<file path="config.mk">
export PLATFORM = sky130hd
export DESIGN_NAME = board_system_register_bank
export DESIGN_NICKNAME = d
export VERILOG_FILES = /design/src/verilog/board_regs_pkg.sv /design/src/verilog/watchdog_timer.sv /design/src/verilog/board_system_register_bank.sv
export VERILOG_INCLUDE_DIRS = /design/src /design/src/verilog
export SDC_FILE = /design/constraint.sdc
export NUM_CORES = 1
export LEC_CHECK = 0
export ABC_CLOCK_PERIOD_IN_PS = 2800
export BUFFER_PORTS_ARGS = -buffer_cell sky130_fd_sc_hd__clkbuf_2
export CORE_MARGIN = 2
export CORE_UTILIZATION = 30
export CTS_CLUSTER_DIAMETER = 80
export CTS_CLUSTER_SIZE = 20
export DETAILED_ROUTE_END_ITERATION = 8
export PLACE_DENSITY_LB_ADDON = 0.2
export SETUP_SLACK_MARGIN = 0.05
export SLEW_MARGIN = 25
export SYNTH_ARGS = -nofsm -noshare
export SYNTH_HDL_FRONTEND = slang
export SYNTH_SLANG_ARGS = --single-unit
</file>
<file path="constraint.sdc">
create_clock -name clk_sys -period 2.8 [get_ports clk_sys]
set_clock_uncertainty 0.2 [all_clocks]
set_input_delay 0.14 -clock clk_sys [delete_from_list [all_inputs] [get_ports clk_sys]]
set_output_delay 0.14 -clock clk_sys [all_outputs]
set_load 0.01 [all_outputs]
</file>
<file path="src/verilog/board_regs_params.svh">
// constants of the board system register bank
`ifndef BOARD_REGS_PARAMS_SVH
`define BOARD_REGS_PARAMS_SVH

// ----------------------------------------------------------------------
// register addresses in i/o space
// ----------------------------------------------------------------------
`define OFS_WDT_CFG        16'h8203
`define OFS_OPTION         16'h8204
`define OFS_SETUP          16'h8205
`define OFS_REVISION       16'h8206
`define OFS_BOOT_MODE      16'h820A
`define OFS_SENSOR_PORT    16'h820B

// ----------------------------------------------------------------------
// field positions
// ----------------------------------------------------------------------
`define WDT_LOCK_BIT       7
`define WDT_TSEL_MSB       3
`define WDT_TSEL_LSB       0
`define SETUP_READY_BIT    7
`define SETUP_RUN_BIT      6
`define SETUP_AUX_BIT      5
`define SETUP_USB_MSB      2
`define SETUP_USB_LSB      0
`define SENSOR_CLK_BIT     7
`define SENSOR_DATA_BIT    6

// ----------------------------------------------------------------------
// reset values and fixed read values
// ----------------------------------------------------------------------
`define WDT_CFG_RESET      8'h80
`define SETUP_RESET        8'h07
`define SENSOR_RESET       8'hFF
`define SENSOR_LOW_ONES    4'hF
`define UNMAPPED_READ      8'hFF
`define BOOT_PAD           6'h00
`define SETUP_PAD          2'h0
`define WDT_PAD            3'h0

// ----------------------------------------------------------------------
// command codes written to the option register
// ----------------------------------------------------------------------
`define CMD_HW_RESET       8'hA5
`define CMD_POWER_CYCLE    8'h5A

// ----------------------------------------------------------------------
// watchdog timing
// ----------------------------------------------------------------------
`define CLK_MHZ            200
`define WDT_TICK_MS        100
`define WDT_TICK_CYCLES    (`WDT_TICK_MS * 1000 * `CLK_MHZ)
`define WDT_TICK_W         25
`define WDT_PER_W          12
`define WDT_SHORT_MS       100
`define WDT_BASE_S         1
`define WDT_S_CODE1        4
`define WDT_S_CODE2        8
`define WDT_S_CODE3        16
`define WDT_S_CODE4        32
`define WDT_S_CODE5        64
`define WDT_S_CODE6        128
`define WDT_S_CODE7        256
`define TICKS_MS(ms)       ((ms) / `WDT_TICK_MS)
`define TICKS_S(s)         (((s) * 1000) / `WDT_TICK_MS)

`endif

</file>
<file path="src/verilog/board_regs_pkg.sv">
// types shared by the board system register bank
package board_regs_pkg;

    // ------------------------------------------------------------------
    // i/o space access from the host processor
    // ------------------------------------------------------------------
    typedef struct packed {
        logic [15:0] addr;
        logic        wr;
        logic        rd;
        logic [7:0]  wdata;
    } io_req_s;

    // ------------------------------------------------------------------
    // two-way open-collector pin, enable high while pulling low
    // ------------------------------------------------------------------
    typedef struct packed {
        logic o;
        logic oe;
    } oc_pin_s;

endpackage

</file>
<file path="src/verilog/watchdog_timer.sv">
// watchdog prescaler and timeout counter
`timescale 1ns/1ps
`default_nettype none
`include "board_regs_params.svh"

module watchdog_timer #(
    parameter int TICK_CYCLES = `WDT_TICK_CYCLES,
    parameter int TICK_W      = `WDT_TICK_W,
    parameter int PER_W       = `WDT_PER_W
) (
    // clock and reset
    input  wire logic              clk_sys,
    input  wire logic              resetn,
    input  wire logic              ce,
    // control
    input  wire logic              run,
    input  wire logic              restart,
    input  wire logic [PER_W-1:0]  period_ticks,
    // event
    output logic                   expire
);

    logic [TICK_W-1:0] pre_q;
    logic [PER_W-1:0]  cnt_q;
    logic              done_q;
    logic              tick;
    logic              hit;

    assign tick = (pre_q == TICK_W'(TICK_CYCLES - 1));
    assign hit  = run && !done_q && tick && (cnt_q + 1'b1 >= period_ticks);

    // ------------------------------------------------------------------
    // prescaler, realigned on every restart so a period never runs short
    // ------------------------------------------------------------------
    always_ff @(posedge clk_sys or negedge resetn) begin
        if (!resetn) begin
            pre_q <= '0;
        end else if (ce) begin
            if (!run || restart || tick) begin
                pre_q <= '0;
            end else begin
                pre_q <= pre_q + 1'b1;
            end
        end
    end

    // ------------------------------------------------------------------
    // period counter; expiry fires once, then waits for a kick
    // ------------------------------------------------------------------
    always_ff @(posedge clk_sys or negedge resetn) begin
        if (!resetn) begin
            cnt_q  <= '0;
            done_q <= 1'b0;
        end else if (ce) begin
            if (!run || restart) begin
                cnt_q  <= '0;
                done_q <= 1'b0;
            end else if (hit) begin
                cnt_q  <= '0;
                done_q <= 1'b1;
            end else if (tick && !done_q) begin
                cnt_q <= cnt_q + 1'b1;
            end
        end
    end

    always_ff @(posedge clk_sys or negedge resetn) begin
        if (!resetn) begin
            expire <= 1'b0;
        end else if (ce) begin
            expire <= hit;
        end
    end

endmodule

`default_nettype wire

</file>
<file path="src/verilog/board_system_register_bank.sv">
// board system register bank in host i/o space
//
// Function
// - timeout code 0: 1 s on even switch, 100 ms odd; 1..7: 4..256 s
// - nonzero timeout codes ignore the configuration switch
// - lock bit D7 stops a running watchdog from being disabled; reads back
// - watchdog config D6..D4 read zero; software writes zero there
// - writing A5h commands a board hardware reset and clears timeout flag
// - writing 5Ah commands a power cycle and clears timeout flag
// - revision register reads a fixed design revision code; write zeros
// - setup D7 drives the front ready LED and reads back
// - setup D6 enables the watchdog and reads back its state
// - setup D5 drives the aux LED; D4 and D3 read zero
// - setup D2..D0 each power one USB port pair, readable
// - boot mode register reads two boot inputs, upper bits zero
// - sensor port D7/D6 are open-collector latches; reads return pins
// - sensor port D5/D4 read the clock and data pin levels
// - sensor port low nibble reads ones; software writes ones
// - any change of the kick bit restarts the watchdog timeout
// - action select picks hardware reset or nmi on expiry
// - active-low timeout flag stays low until a commanded reset
// - watchdog is disabled after power-on
`timescale 1ns/1ps
`default_nettype none
`include "board_regs_params.svh"

module board_system_register_bank #(
    parameter int         TICK_CYCLES   = `WDT_TICK_CYCLES,
    parameter logic [7:0] OPTION_CODE   = 8'h3C, // arbitrary value
    parameter logic [7:0] REVISION_CODE = 8'h01  // arbitrary value
) (
    // clock and reset
    input  wire logic                    clk_sys,
    input  wire logic                    resetn,
    input  wire logic                    ce,
    // host i/o space access
    input  wire board_regs_pkg::io_req_s io_req,
    output logic [7:0]                   io_rdata,
    // watchdog bits held elsewhere on the board
    input  wire logic                    watchdog_kick,
    input  wire logic                    timeout_action_select,
    input  wire logic [3:0]              config_switch,
    output logic                         timeout_occurred_n,
    // reset, power and interrupt requests
    output logic                         hw_reset_pulse,
    output logic                         power_cycle_pulse,
    output logic                         wdt_reset_pulse,
    output logic                         wdt_nmi_pulse,
    // front panel and usb power
    output logic                         ready_led,
    output logic                         aux_led,
    output logic                         usb_pair_power_a,
    output logic                         usb_pair_power_b,
    output logic                         usb_pair_power_c,
    // boot mode straps
    input  wire logic [1:0]              boot_select_inputs,
    // temperature sensor two-wire port
    input  wire logic                    sensor_clk_in,
    input  wire logic                    sensor_data_in,
    output board_regs_pkg::oc_pin_s      sensor_clk_pin,
    output board_regs_pkg::oc_pin_s      sensor_data_pin
);

    import board_regs_pkg::*;

    // ------------------------------------------------------------------
    // state
    // ------------------------------------------------------------------
    logic                  lock_q;
    logic [3:0]            tsel_q;
    logic                  ready_q;
    logic                  run_q;
    logic                  run_d;
    logic                  aux_q;
    logic [2:0]            usb_q;
    logic                  clk_latch_q;
    logic                  data_latch_q;
    logic                  occurred_q;
    logic                  kick_prev_q;
    logic                  hw_reset_q;
    logic                  power_cycle_q;
    logic                  wdt_reset_q;
    logic                  wdt_nmi_q;
    logic [7:0]            rdata_q;

    logic                  wr_wdt;
    logic                  wr_option;
    logic                  wr_setup;
    logic                  wr_sensor;
    logic                  cmd_hw;
    logic                  cmd_pwr;
    logic                  restart;
    logic                  expire;
    logic [`WDT_PER_W-1:0] period_ticks;

    // ------------------------------------------------------------------
    // write decode
    // ------------------------------------------------------------------
    assign wr_wdt    = io_req.wr && (io_req.addr == `OFS_WDT_CFG);
    assign wr_option = io_req.wr && (io_req.addr == `OFS_OPTION);
    assign wr_setup  = io_req.wr && (io_req.addr == `OFS_SETUP);
    assign wr_sensor = io_req.wr && (io_req.addr == `OFS_SENSOR_PORT);
    assign cmd_hw    = wr_option && (io_req.wdata == `CMD_HW_RESET);
    assign cmd_pwr   = wr_option && (io_req.wdata == `CMD_POWER_CYCLE);

    // ------------------------------------------------------------------
    // watchdog configuration register
    // ------------------------------------------------------------------
    // reserved bits are not stored, so they always read back as zero
    always_ff @(posedge clk_sys or negedge resetn) begin
        if (!resetn) begin
            lock_q <= 1'(`WDT_CFG_RESET >> `WDT_LOCK_BIT);
            tsel_q <= 4'(`WDT_CFG_RESET);
        end else if (ce && wr_wdt) begin
            lock_q <= io_req.wdata[`WDT_LOCK_BIT];
            tsel_q <= io_req.wdata[`WDT_TSEL_MSB:`WDT_TSEL_LSB];
        end
    end

    // ------------------------------------------------------------------
    // period selection, in prescaler ticks
    // ------------------------------------------------------------------
    // codes above seven are undefined; they take the longest period
    always_comb begin
        case (tsel_q)
            4'h0: begin
                if (config_switch[0]) begin
                    period_ticks = `WDT_PER_W'(`TICKS_MS(`WDT_SHORT_MS));
                end else begin
                    period_ticks = `WDT_PER_W'(`TICKS_S(`WDT_BASE_S));
                end
            end
            // switch is not looked at below this point
            4'h1: period_ticks = `WDT_PER_W'(`TICKS_S(`WDT_S_CODE1));
            4'h2: period_ticks = `WDT_PER_W'(`TICKS_S(`WDT_S_CODE2));
            4'h3: period_ticks = `WDT_PER_W'(`TICKS_S(`WDT_S_CODE3));
            4'h4: period_ticks = `WDT_PER_W'(`TICKS_S(`WDT_S_CODE4));
            4'h5: period_ticks = `WDT_PER_W'(`TICKS_S(`WDT_S_CODE5));
            4'h6: period_ticks = `WDT_PER_W'(`TICKS_S(`WDT_S_CODE6));
            default: period_ticks = `WDT_PER_W'(`TICKS_S(`WDT_S_CODE7));
        endcase
    end

    // ------------------------------------------------------------------
    // setup register
    // ------------------------------------------------------------------
    always_comb begin
        run_d = run_q;
        if (wr_setup) begin
            if (lock_q && run_q) begin
                run_d = 1'b1;
            end else begin
                run_d = io_req.wdata[`SETUP_RUN_BIT];
            end
        end
    end

    always_ff @(posedge clk_sys or negedge resetn) begin
        if (!resetn) begin
            ready_q <= 1'(`SETUP_RESET >> `SETUP_READY_BIT);
            run_q   <= 1'(`SETUP_RESET >> `SETUP_RUN_BIT);
            aux_q   <= 1'(`SETUP_RESET >> `SETUP_AUX_BIT);
            usb_q   <= 3'(`SETUP_RESET);
        end else if (ce) begin
            run_q <= run_d;
            if (wr_setup) begin
                ready_q <= io_req.wdata[`SETUP_READY_BIT];
                aux_q   <= io_req.wdata[`SETUP_AUX_BIT];
                usb_q   <= io_req.wdata[`SETUP_USB_MSB:`SETUP_USB_LSB];
            end
        end
    end

    assign ready_led        = ready_q;
    assign aux_led          = aux_q;
    assign usb_pair_power_a = usb_q[0];
    assign usb_pair_power_b = usb_q[1];
    assign usb_pair_power_c = usb_q[2];

    // ------------------------------------------------------------------
    // watchdog kick detection and timer
    // ------------------------------------------------------------------
    always_ff @(posedge clk_sys or negedge resetn) begin
        if (!resetn) begin
            kick_prev_q <= 1'b0;
        end else if (ce) begin
            kick_prev_q <= watchdog_kick;
        end
    end

    // either edge of the kick counts, as does a fresh enable
    assign restart = (watchdog_kick != kick_prev_q) || (run_d && !run_q);

    watchdog_timer #(
        .TICK_CYCLES (TICK_CYCLES),
        .TICK_W      (`WDT_TICK_W),
        .PER_W       (`WDT_PER_W)
    ) u_timer (
        .clk_sys      (clk_sys),
        .resetn       (resetn),
        .ce           (ce),
        .run          (run_q),
        .restart      (restart),
        .period_ticks (period_ticks),
        .expire       (expire)
    );

    // ------------------------------------------------------------------
    // expiry action and sticky timeout flag
    // ------------------------------------------------------------------
    always_ff @(posedge clk_sys or negedge resetn) begin
        if (!resetn) begin
            wdt_reset_q <= 1'b0;
            wdt_nmi_q   <= 1'b0;
        end else if (ce) begin
            wdt_reset_q <= expire && !timeout_action_select;
            wdt_nmi_q   <= expire && timeout_action_select;
        end
    end

    // the flag must survive the board reset it requests, so an expiry
    // that meets a clearing command in the same cycle still sets it
    always_ff @(posedge clk_sys or negedge resetn) begin
        if (!resetn) begin
            occurred_q <= 1'b0;
        end else if (ce) begin
            if (expire) begin
                occurred_q <= 1'b1;
            end else if (cmd_hw || cmd_pwr) begin
                occurred_q <= 1'b0;
            end
        end
    end

    assign timeout_occurred_n = !occurred_q;

    // ------------------------------------------------------------------
    // reset and power commands
    // ------------------------------------------------------------------
    always_ff @(posedge clk_sys or negedge resetn) begin
        if (!resetn) begin
            hw_reset_q    <= 1'b0;
            power_cycle_q <= 1'b0;
        end else if (ce) begin
            hw_reset_q    <= cmd_hw;
            power_cycle_q <= cmd_pwr;
        end
    end

    assign hw_reset_pulse    = hw_reset_q;
    assign power_cycle_pulse = power_cycle_q;
    assign wdt_reset_pulse   = wdt_reset_q;
    assign wdt_nmi_pulse     = wdt_nmi_q;

    // ------------------------------------------------------------------
    // sensor port latches, open collector
    // ------------------------------------------------------------------
    always_ff @(posedge clk_sys or negedge resetn) begin
        if (!resetn) begin
            clk_latch_q  <= 1'(`SENSOR_RESET >> `SENSOR_CLK_BIT);
            data_latch_q <= 1'(`SENSOR_RESET >> `SENSOR_DATA_BIT);
        end else if (ce && wr_sensor) begin
            clk_latch_q  <= io_req.wdata[`SENSOR_CLK_BIT];
            data_latch_q <= io_req.wdata[`SENSOR_DATA_BIT];
        end
    end

    // a one only releases the line; the pull-up gives the high level
    assign sensor_clk_pin.o   = 1'b0;
    assign sensor_clk_pin.oe  = !clk_latch_q;
    assign sensor_data_pin.o  = 1'b0;
    assign sensor_data_pin.oe = !data_latch_q;

    // ------------------------------------------------------------------
    // read path, registered on the read strobe
    // ------------------------------------------------------------------
    always_ff @(posedge clk_sys or negedge resetn) begin
        if (!resetn) begin
            rdata_q <= `UNMAPPED_READ;
        end else if (ce && io_req.rd) begin
            case (io_req.addr)
                `OFS_WDT_CFG: begin
                    rdata_q <= {lock_q, `WDT_PAD, tsel_q};
                end
                `OFS_OPTION: begin
                    rdata_q <= OPTION_CODE;
                end
                `OFS_SETUP: begin
                    rdata_q <= {ready_q, run_q, aux_q, `SETUP_PAD, usb_q};
                end
                `OFS_REVISION: begin
                    rdata_q <= REVISION_CODE;
                end
                `OFS_BOOT_MODE: begin
                    rdata_q <= {`BOOT_PAD, boot_select_inputs};
                end
                `OFS_SENSOR_PORT: begin
                    rdata_q <= {sensor_clk_in, sensor_data_in,
                                sensor_clk_in, sensor_data_in,
                                `SENSOR_LOW_ONES};
                end
                default: begin
                    rdata_q <= `UNMAPPED_READ;
                end
            endcase
        end
    end

    assign io_rdata = rdata_q;

endmodule

`default_nettype wire

</file>
; ---- Yosys cells after proc, flatten, opt, wreduce, memory -nomap -nowiden
; Index checks and enable logic that the tools add are counted.
[word_totals]
register_bits = 66
out_inout_bits = 22
[classes]
addsub = 2
n_eq_ne = 16
reduce_logical = 35
magnitude_cmp = 1
n_mux = 13
[op_table]
columns = cell, n
row1 = "== test 16 bit, second input constant", 6
row2 = one-hot mux 12 bit (7 select lines), 1
row3 = one-hot mux 8 bit (6 select lines), 1
row4 = 2-to-1 mux 12 bit, 3
row5 = "adder 25 x 1 -> 25 bit, second input constant", 1
row6 = "== test 25 bit, second input constant", 1
row7 = 2-to-1 mux 25 bit, 1
row8 = logical AND 1 bit, 17
row9 = "adder 12 x 1 -> 12 bit, second input constant", 1
row10 = "== test 4 x 3 -> 1 bit, second input constant", 3
row11 = greater-or-equal comparator 12 bit, 1
row12 = "== test 4 x 2 -> 1 bit, second input constant", 2
row13 = "== test 8 x 7 -> 1 bit, second input constant", 1
row14 = "== test 8 bit, second input constant", 1
row15 = AND reduction 2 bit, 4
row16 = logical NOT 1 bit, 6
row17 = 2-to-1 mux 1 bit, 6
row18 = "== test 4 x 1 -> 1 bit, second input constant", 1
row19 = logical NOT 4 bit, 1
row20 = logical OR 1 bit, 4
row21 = 2-to-1 mux 4 bit, 1
row22 = nonzero test 2 bit, 2
row23 = nonzero test 3 bit, 1
row24 = != test 1 bit, 1

; ---- Depth between registers and ports, before layout
[depth]
depth_word = 8
mapped_depth = 13
depth_no_buf = 12

; ---- Modules after synthesis
; From an unflattened synthesis, not the netlist that was laid out.
[unflattened]
hier_cells = 426
area_unflattened_um2 = 3896.2
[by_module_without_submodules]
columns = mod, cells_each, instances, seq_area_each_um2, area_per_inst_um2
row1 = watchdog_timer, 276, 1, 975.9, 2401.1
row2 = board_system_register_bank, 150, 1, 693.2, 1495.2

; ---- Worst setup path before layout
; Ideal clock, no wire load.
[synth_timing]
kind = register to register
start = register u_timer.cnt_q[2]
end = register u_timer.cnt_q[10]
synth_period_minus_slack_ps = 3088
slack_ps = -288
t_required_ps = 2474
stages_incl_launch_ff = 14
arrival_ps = 2762
path_cell_list = dfrtp_1 > nand2_1 > nor2_1 > and3_1 > clkbuf_1 > and3_1 > xor2_1 > ha_1 > nand4_1 > or3_1 > a2bb2oi_1 > a2111o_1 > nand2_1 > o21ai_0
[synth_between]
elab_chain_len = 5
[synth_lines]
columns = item, line_no
row1 = from (decl), watchdog_timer.sv:24  ; logic [PER_W-1:0] cnt_q;
row2 = from (signal assigned), watchdog_timer.sv:62  ; cnt_q <= cnt_q + 1'b1;
row3 = adder 12 x 1 -> 12 bit *, "watchdog_timer.sv:30, watchdog_timer.sv:62"
row4 = greater-or-equal comparator 12 bit, watchdog_timer.sv:30  ; assign hit = run && !done_q && tick && (cnt_q + 1'b1 >= period_ticks);
row5 = logical AND 1 bit, watchdog_timer.sv:30
row6 = nonzero test 3 bit (no line) / 2-to-1 mux 12 bit (equally long branches), -
row7 = AND reduction 2 bit (no line) / 2-to-1 mux 12 bit (equally long branches), -
; Every way passes the cells marked *; elsewhere a longest branch is shown, timed or not. The select of a mux whose other input is x is not followed.
; A chain may end at the register's enable or synchronous reset.

; ---- Worst setup path after layout
[layout_timing]
start = register u_timer.cnt_q[1]
end = register u_timer.cnt_q[10]
; The elaborated chain is that of the path after synthesis.

==> impl_results.md <==
* Core ar. at 13,100 sq um
* CTS root buf: clkbuf_16
* Most frequent cell after synthesis: nand2_1
* Peak VDD IR at 415 uV
* Critical path arrival at 3.08 ns
* Slew Limit Fails at 0
* CTS tree: built
* GPL Wtd Cong at 0.862
* Die Y at 119 microns
* CP bufs+invs at 0
* CP Data Required Time at 2.83 ns
* Max-cap violations at 0
* Combinational share of power at 0.075
* Combinational family with the most area after synthesis: simple AND/OR/NAND/NOR gates
* Final period util at 1.09
* Status: finished with violations
* Dominant cell type by area after synthesis: dfrtp_1
* Internal power at 1.86 mW
* Final Hold Viols at 0
* PD cells at 446 nW/um^2
* Total vias in the final route at 3,607
* Ys async rst share at 1.00
* TritonCTS Sinks at 66
* Port buffer count at 55
* Layout area overhead at 35.4%
* Synth Flop Type: dfrtp_1
* H-Tree Level Count at 3
* Seq pwr share at 0.411
* Hold depth at 5
* Largest net degree at the start of global routing at 30
* Starting DRT DRC Count at 116
* Relative slew slack at 0.548
* Congestion Overflow GR at 0
* Tot Pwr at 2.40 mW
* Reg2reg setup slack at -0.26 ns
* Number of synthesized flops with an enable pin at 0
* Row Count at 42
* Leakage at 2.38 nW
* Critical R2R Launch: u_timer.cnt_q[1]$_DFFE_PN0P_
* # IOs at 61
* CP max FO at 4
* Share of the synthesized area in the top cell type at 0.327
* P_sw at 0.545 mW
* Aggregate global-route resource usage at 0.156
* Delay-heaviest family, CP: simple AND/OR/NAND/NOR gates
* Worst reg-to-reg path cell count at 12
* Sw Share at 0.227
* Stages on worst setup path at 12
* Slew of the pin with the lowest slew margin at 0.677 ns
* Number of synthesized register bits at 66
* Crit-path slowest cell: a2111o_1
* Final WL at 10,600 microns
* Clock power frac at 0.515
* First-pass iteration count of the detailed router at 4
* Initial antenna violation count at 0
* Post-route DRC at 0
* Final setup vio count at 10
* Synthesized area at 3980 sq um
* CP Cell Sequence: ha_2 -> nand3_4 -> nor2_4 -> and3_4 -> xor2_2 -> ha_1 -> nand4_1 -> or3_1 -> a2bb2oi_2 -> a2111o_1 -> nand2_2 -> o21ai_2
* Die ar. at 14,200 sq um
* CP peak stage delay at 0.44 ns
* Final Core Density at 0.412
* Yosys cell types at 58
* Initial Utilization at 0.304
* CP Launch Type: flop
* DR WL/cell at 14.3 microns
* Clock slew at reported path FFs at 0.06 ns
* Hold Path End: hw_reset_pulse$_DFFE_PN0P_
* Chip width at 119 microns
* Top cells by area, synth: dfrtp_1 (33%), dfstp_2 (9.2%), nand2_1 (5.6%), o21ai_0 (4.3%), nor2_1 (4.2%)
* Vias in the first global route at 3,649
* Syn Inst Count at 454
* Routed Antenna Nets at 0
* Ant. Diodes at 0
* Dpl hpwl at 7760 microns
* Crit Path Class: reg2reg
* Fin nets at 612
* Via density at 4.87
* Fillers at 1,285
* Unrepaired setup endpoints after global routing: yes
* Synth Area in Simple Gates at 0.261
* Fmax at 0.327 GHz
* Yosys warnings at 0
* Synth top cells by count: nand2_1 (59), dfrtp_1 (52), nor2_1 (45)
* Failing checks: setup timing
* Crit end category: flop
* Final TNS setup at -2.02 ns
* Min cycle time layout at 3.06 ns
* Post-synthesis xor/xnor area fraction at 0.0616
* Synth Area in Compound Gates at 0.139
* Share of post-route cells with drive strength above 1 at 0.326
* TritonCTS Buffers at 9
* Hold Path Class: in2reg
* First-pass GRT wire length at 17,600 microns
* Latest clock arrival within the worst-skew pair at 0.34 ns
* Worst Min Path Start: io_req[9]
* Post-synthesis mux area share at 0.0393
* Clock Path Buffers at 2
* Reg-to-reg endpoint: u_timer.cnt_q[10]$_DFFE_PN0P_
* Post-Synth Adder-Cell Area at 0.0409
* Mean Syn Cell Area at 8.77 sq um
* Setup ws final at -0.257 ns
* Register area share after synthesis at 0.419
[repair_timing]
action	CTS	global route
setup endpoints to repair	14	14
pin swaps	10	30
buffers inserted	2	5
hold buffers	12	0
gates resized for setup	11	24
hold endpoints to repair	35	0
[cell families after synthesis]
logic type | after synthesis
buf+inv | 38
fa+ha+maj | 13
mux | 14
compound gates | 89
simple gates | 205
xor+xnor | 28
other cells | 1
flops | 66
[per-stage QoR]
step                      std cells  setup slack, ns  cell area (sq um)  hold slack, ns
after global placement          706           -0.154               4720          0.0143
final                           741           -0.257               5390          0.0627
after global routing            741           -0.352               5390          0.0959
after CTS                       736           -0.191               5250          0.0535
after floorplan                 455           -0.127               4010          -0.356
after detailed placement        706           -0.230               4720          0.0281
[worst max-delay path by stage]
stage,to,start
finish,u_timer.cnt_q[10]$_DFFE_PN0P_,u_timer.cnt_q[1]$_DFFE_PN0P_
global route,u_timer.cnt_q[10]$_DFFE_PN0P_,u_timer.cnt_q[1]$_DFFE_PN0P_
CTS,u_timer.cnt_q[10]$_DFFE_PN0P_,u_timer.cnt_q[0]$_DFFE_PN0P_
detailed placement,u_timer.cnt_q[10]$_DFFE_PN0P_,u_timer.cnt_q[1]$_DFFE_PN0P_
global placement,u_timer.cnt_q[1]$_DFFE_PN0P_,u_timer.cnt_q[0]$_DFFE_PN0P_
floorplan,u_timer.cnt_q[10]$_DFFE_PN0P_,u_timer.cnt_q[0]$_DFFE_PN0P_
[flip-flops by register name (all words and copies together), names as in the netlist, named ones only]
name	flops
u_timer.expire	1
clk_latch_q	1
tsel_q	4
u_timer.pre_q	25
io_rdata	8
hw_reset_pulse	1
wdt_reset_pulse	1
kick_prev_q	1
power_cycle_pulse	1
data_latch_q	1
wdt_nmi_pulse	1
u_timer.done_q	1
aux_led	1
ready_led	1
lock_q	1
occurred_q	1
u_timer.cnt_q	12
usb_q	3
[layout by cell type (no fill, tap or decap), drive strengths merged, types with 5 or more instances in the layout]
cell type,netlist,final
clkbuf,14,64
nand2,59,59
dfrtp,52,52
buf,7,49
nor2,46,46
o21ai,35,35
nand3,25,25
a21oi,22,22
inv,17,18
xnor2,15,15
dfstp,14,14
mux2,13,13
xor2,13,13
ha,13,13
dlygate4sd3,0,12
nand4,11,11
nor3,11,11
and3,10,10
nor4,7,7
nor2b,6,6
a31oi,5,5
a211oi,5,5
and2,5,5
[power by group through the flow]
| stage | clock network [mW] | registers [mW] | logic, mW |
|---|---|---|---|
| floorplan | 0 | 1.01 | 0.0750 |
| global placement | 0 | 1.00 | 0.164 |
| detailed placement | 0 | 1.00 | 0.166 |
| CTS | 1.27 | 0.987 | 0.179 |
| global route | 1.31 | 0.989 | 0.204 |
| finish | 1.24 | 0.987 | 0.179 |
[per-layer routing]
metal  global-route usage  vias up  routed length (microns)
li1                     -     1825                        -
met1                0.191     1717                     4790
met2                0.260       48                     5330
met3               0.0407       17                      268
met4               0.0685        0                      241
met5                    0        -                        0
[layout make-up]
type                            instances  area [sq um]  area share
Timing Repair Buffer                  115           756       0.140
Sequential cell                        66          1670       0.310
Inverter                               17          63.8      0.0118
Tap cell                              176           220      0.0409
Clock buffer                           10           239      0.0443
Clock inverter                          6          87.6      0.0162
Multi-Input combinational cell        351          2350       0.437
[tightest hold or removal path, delay by kind of cell]
kind            cells  cell delay, ns
compound gates      1            0.09
simple gates        3            0.26
buf+inv             1            0.08
Power figures use the tool's default switching activity.
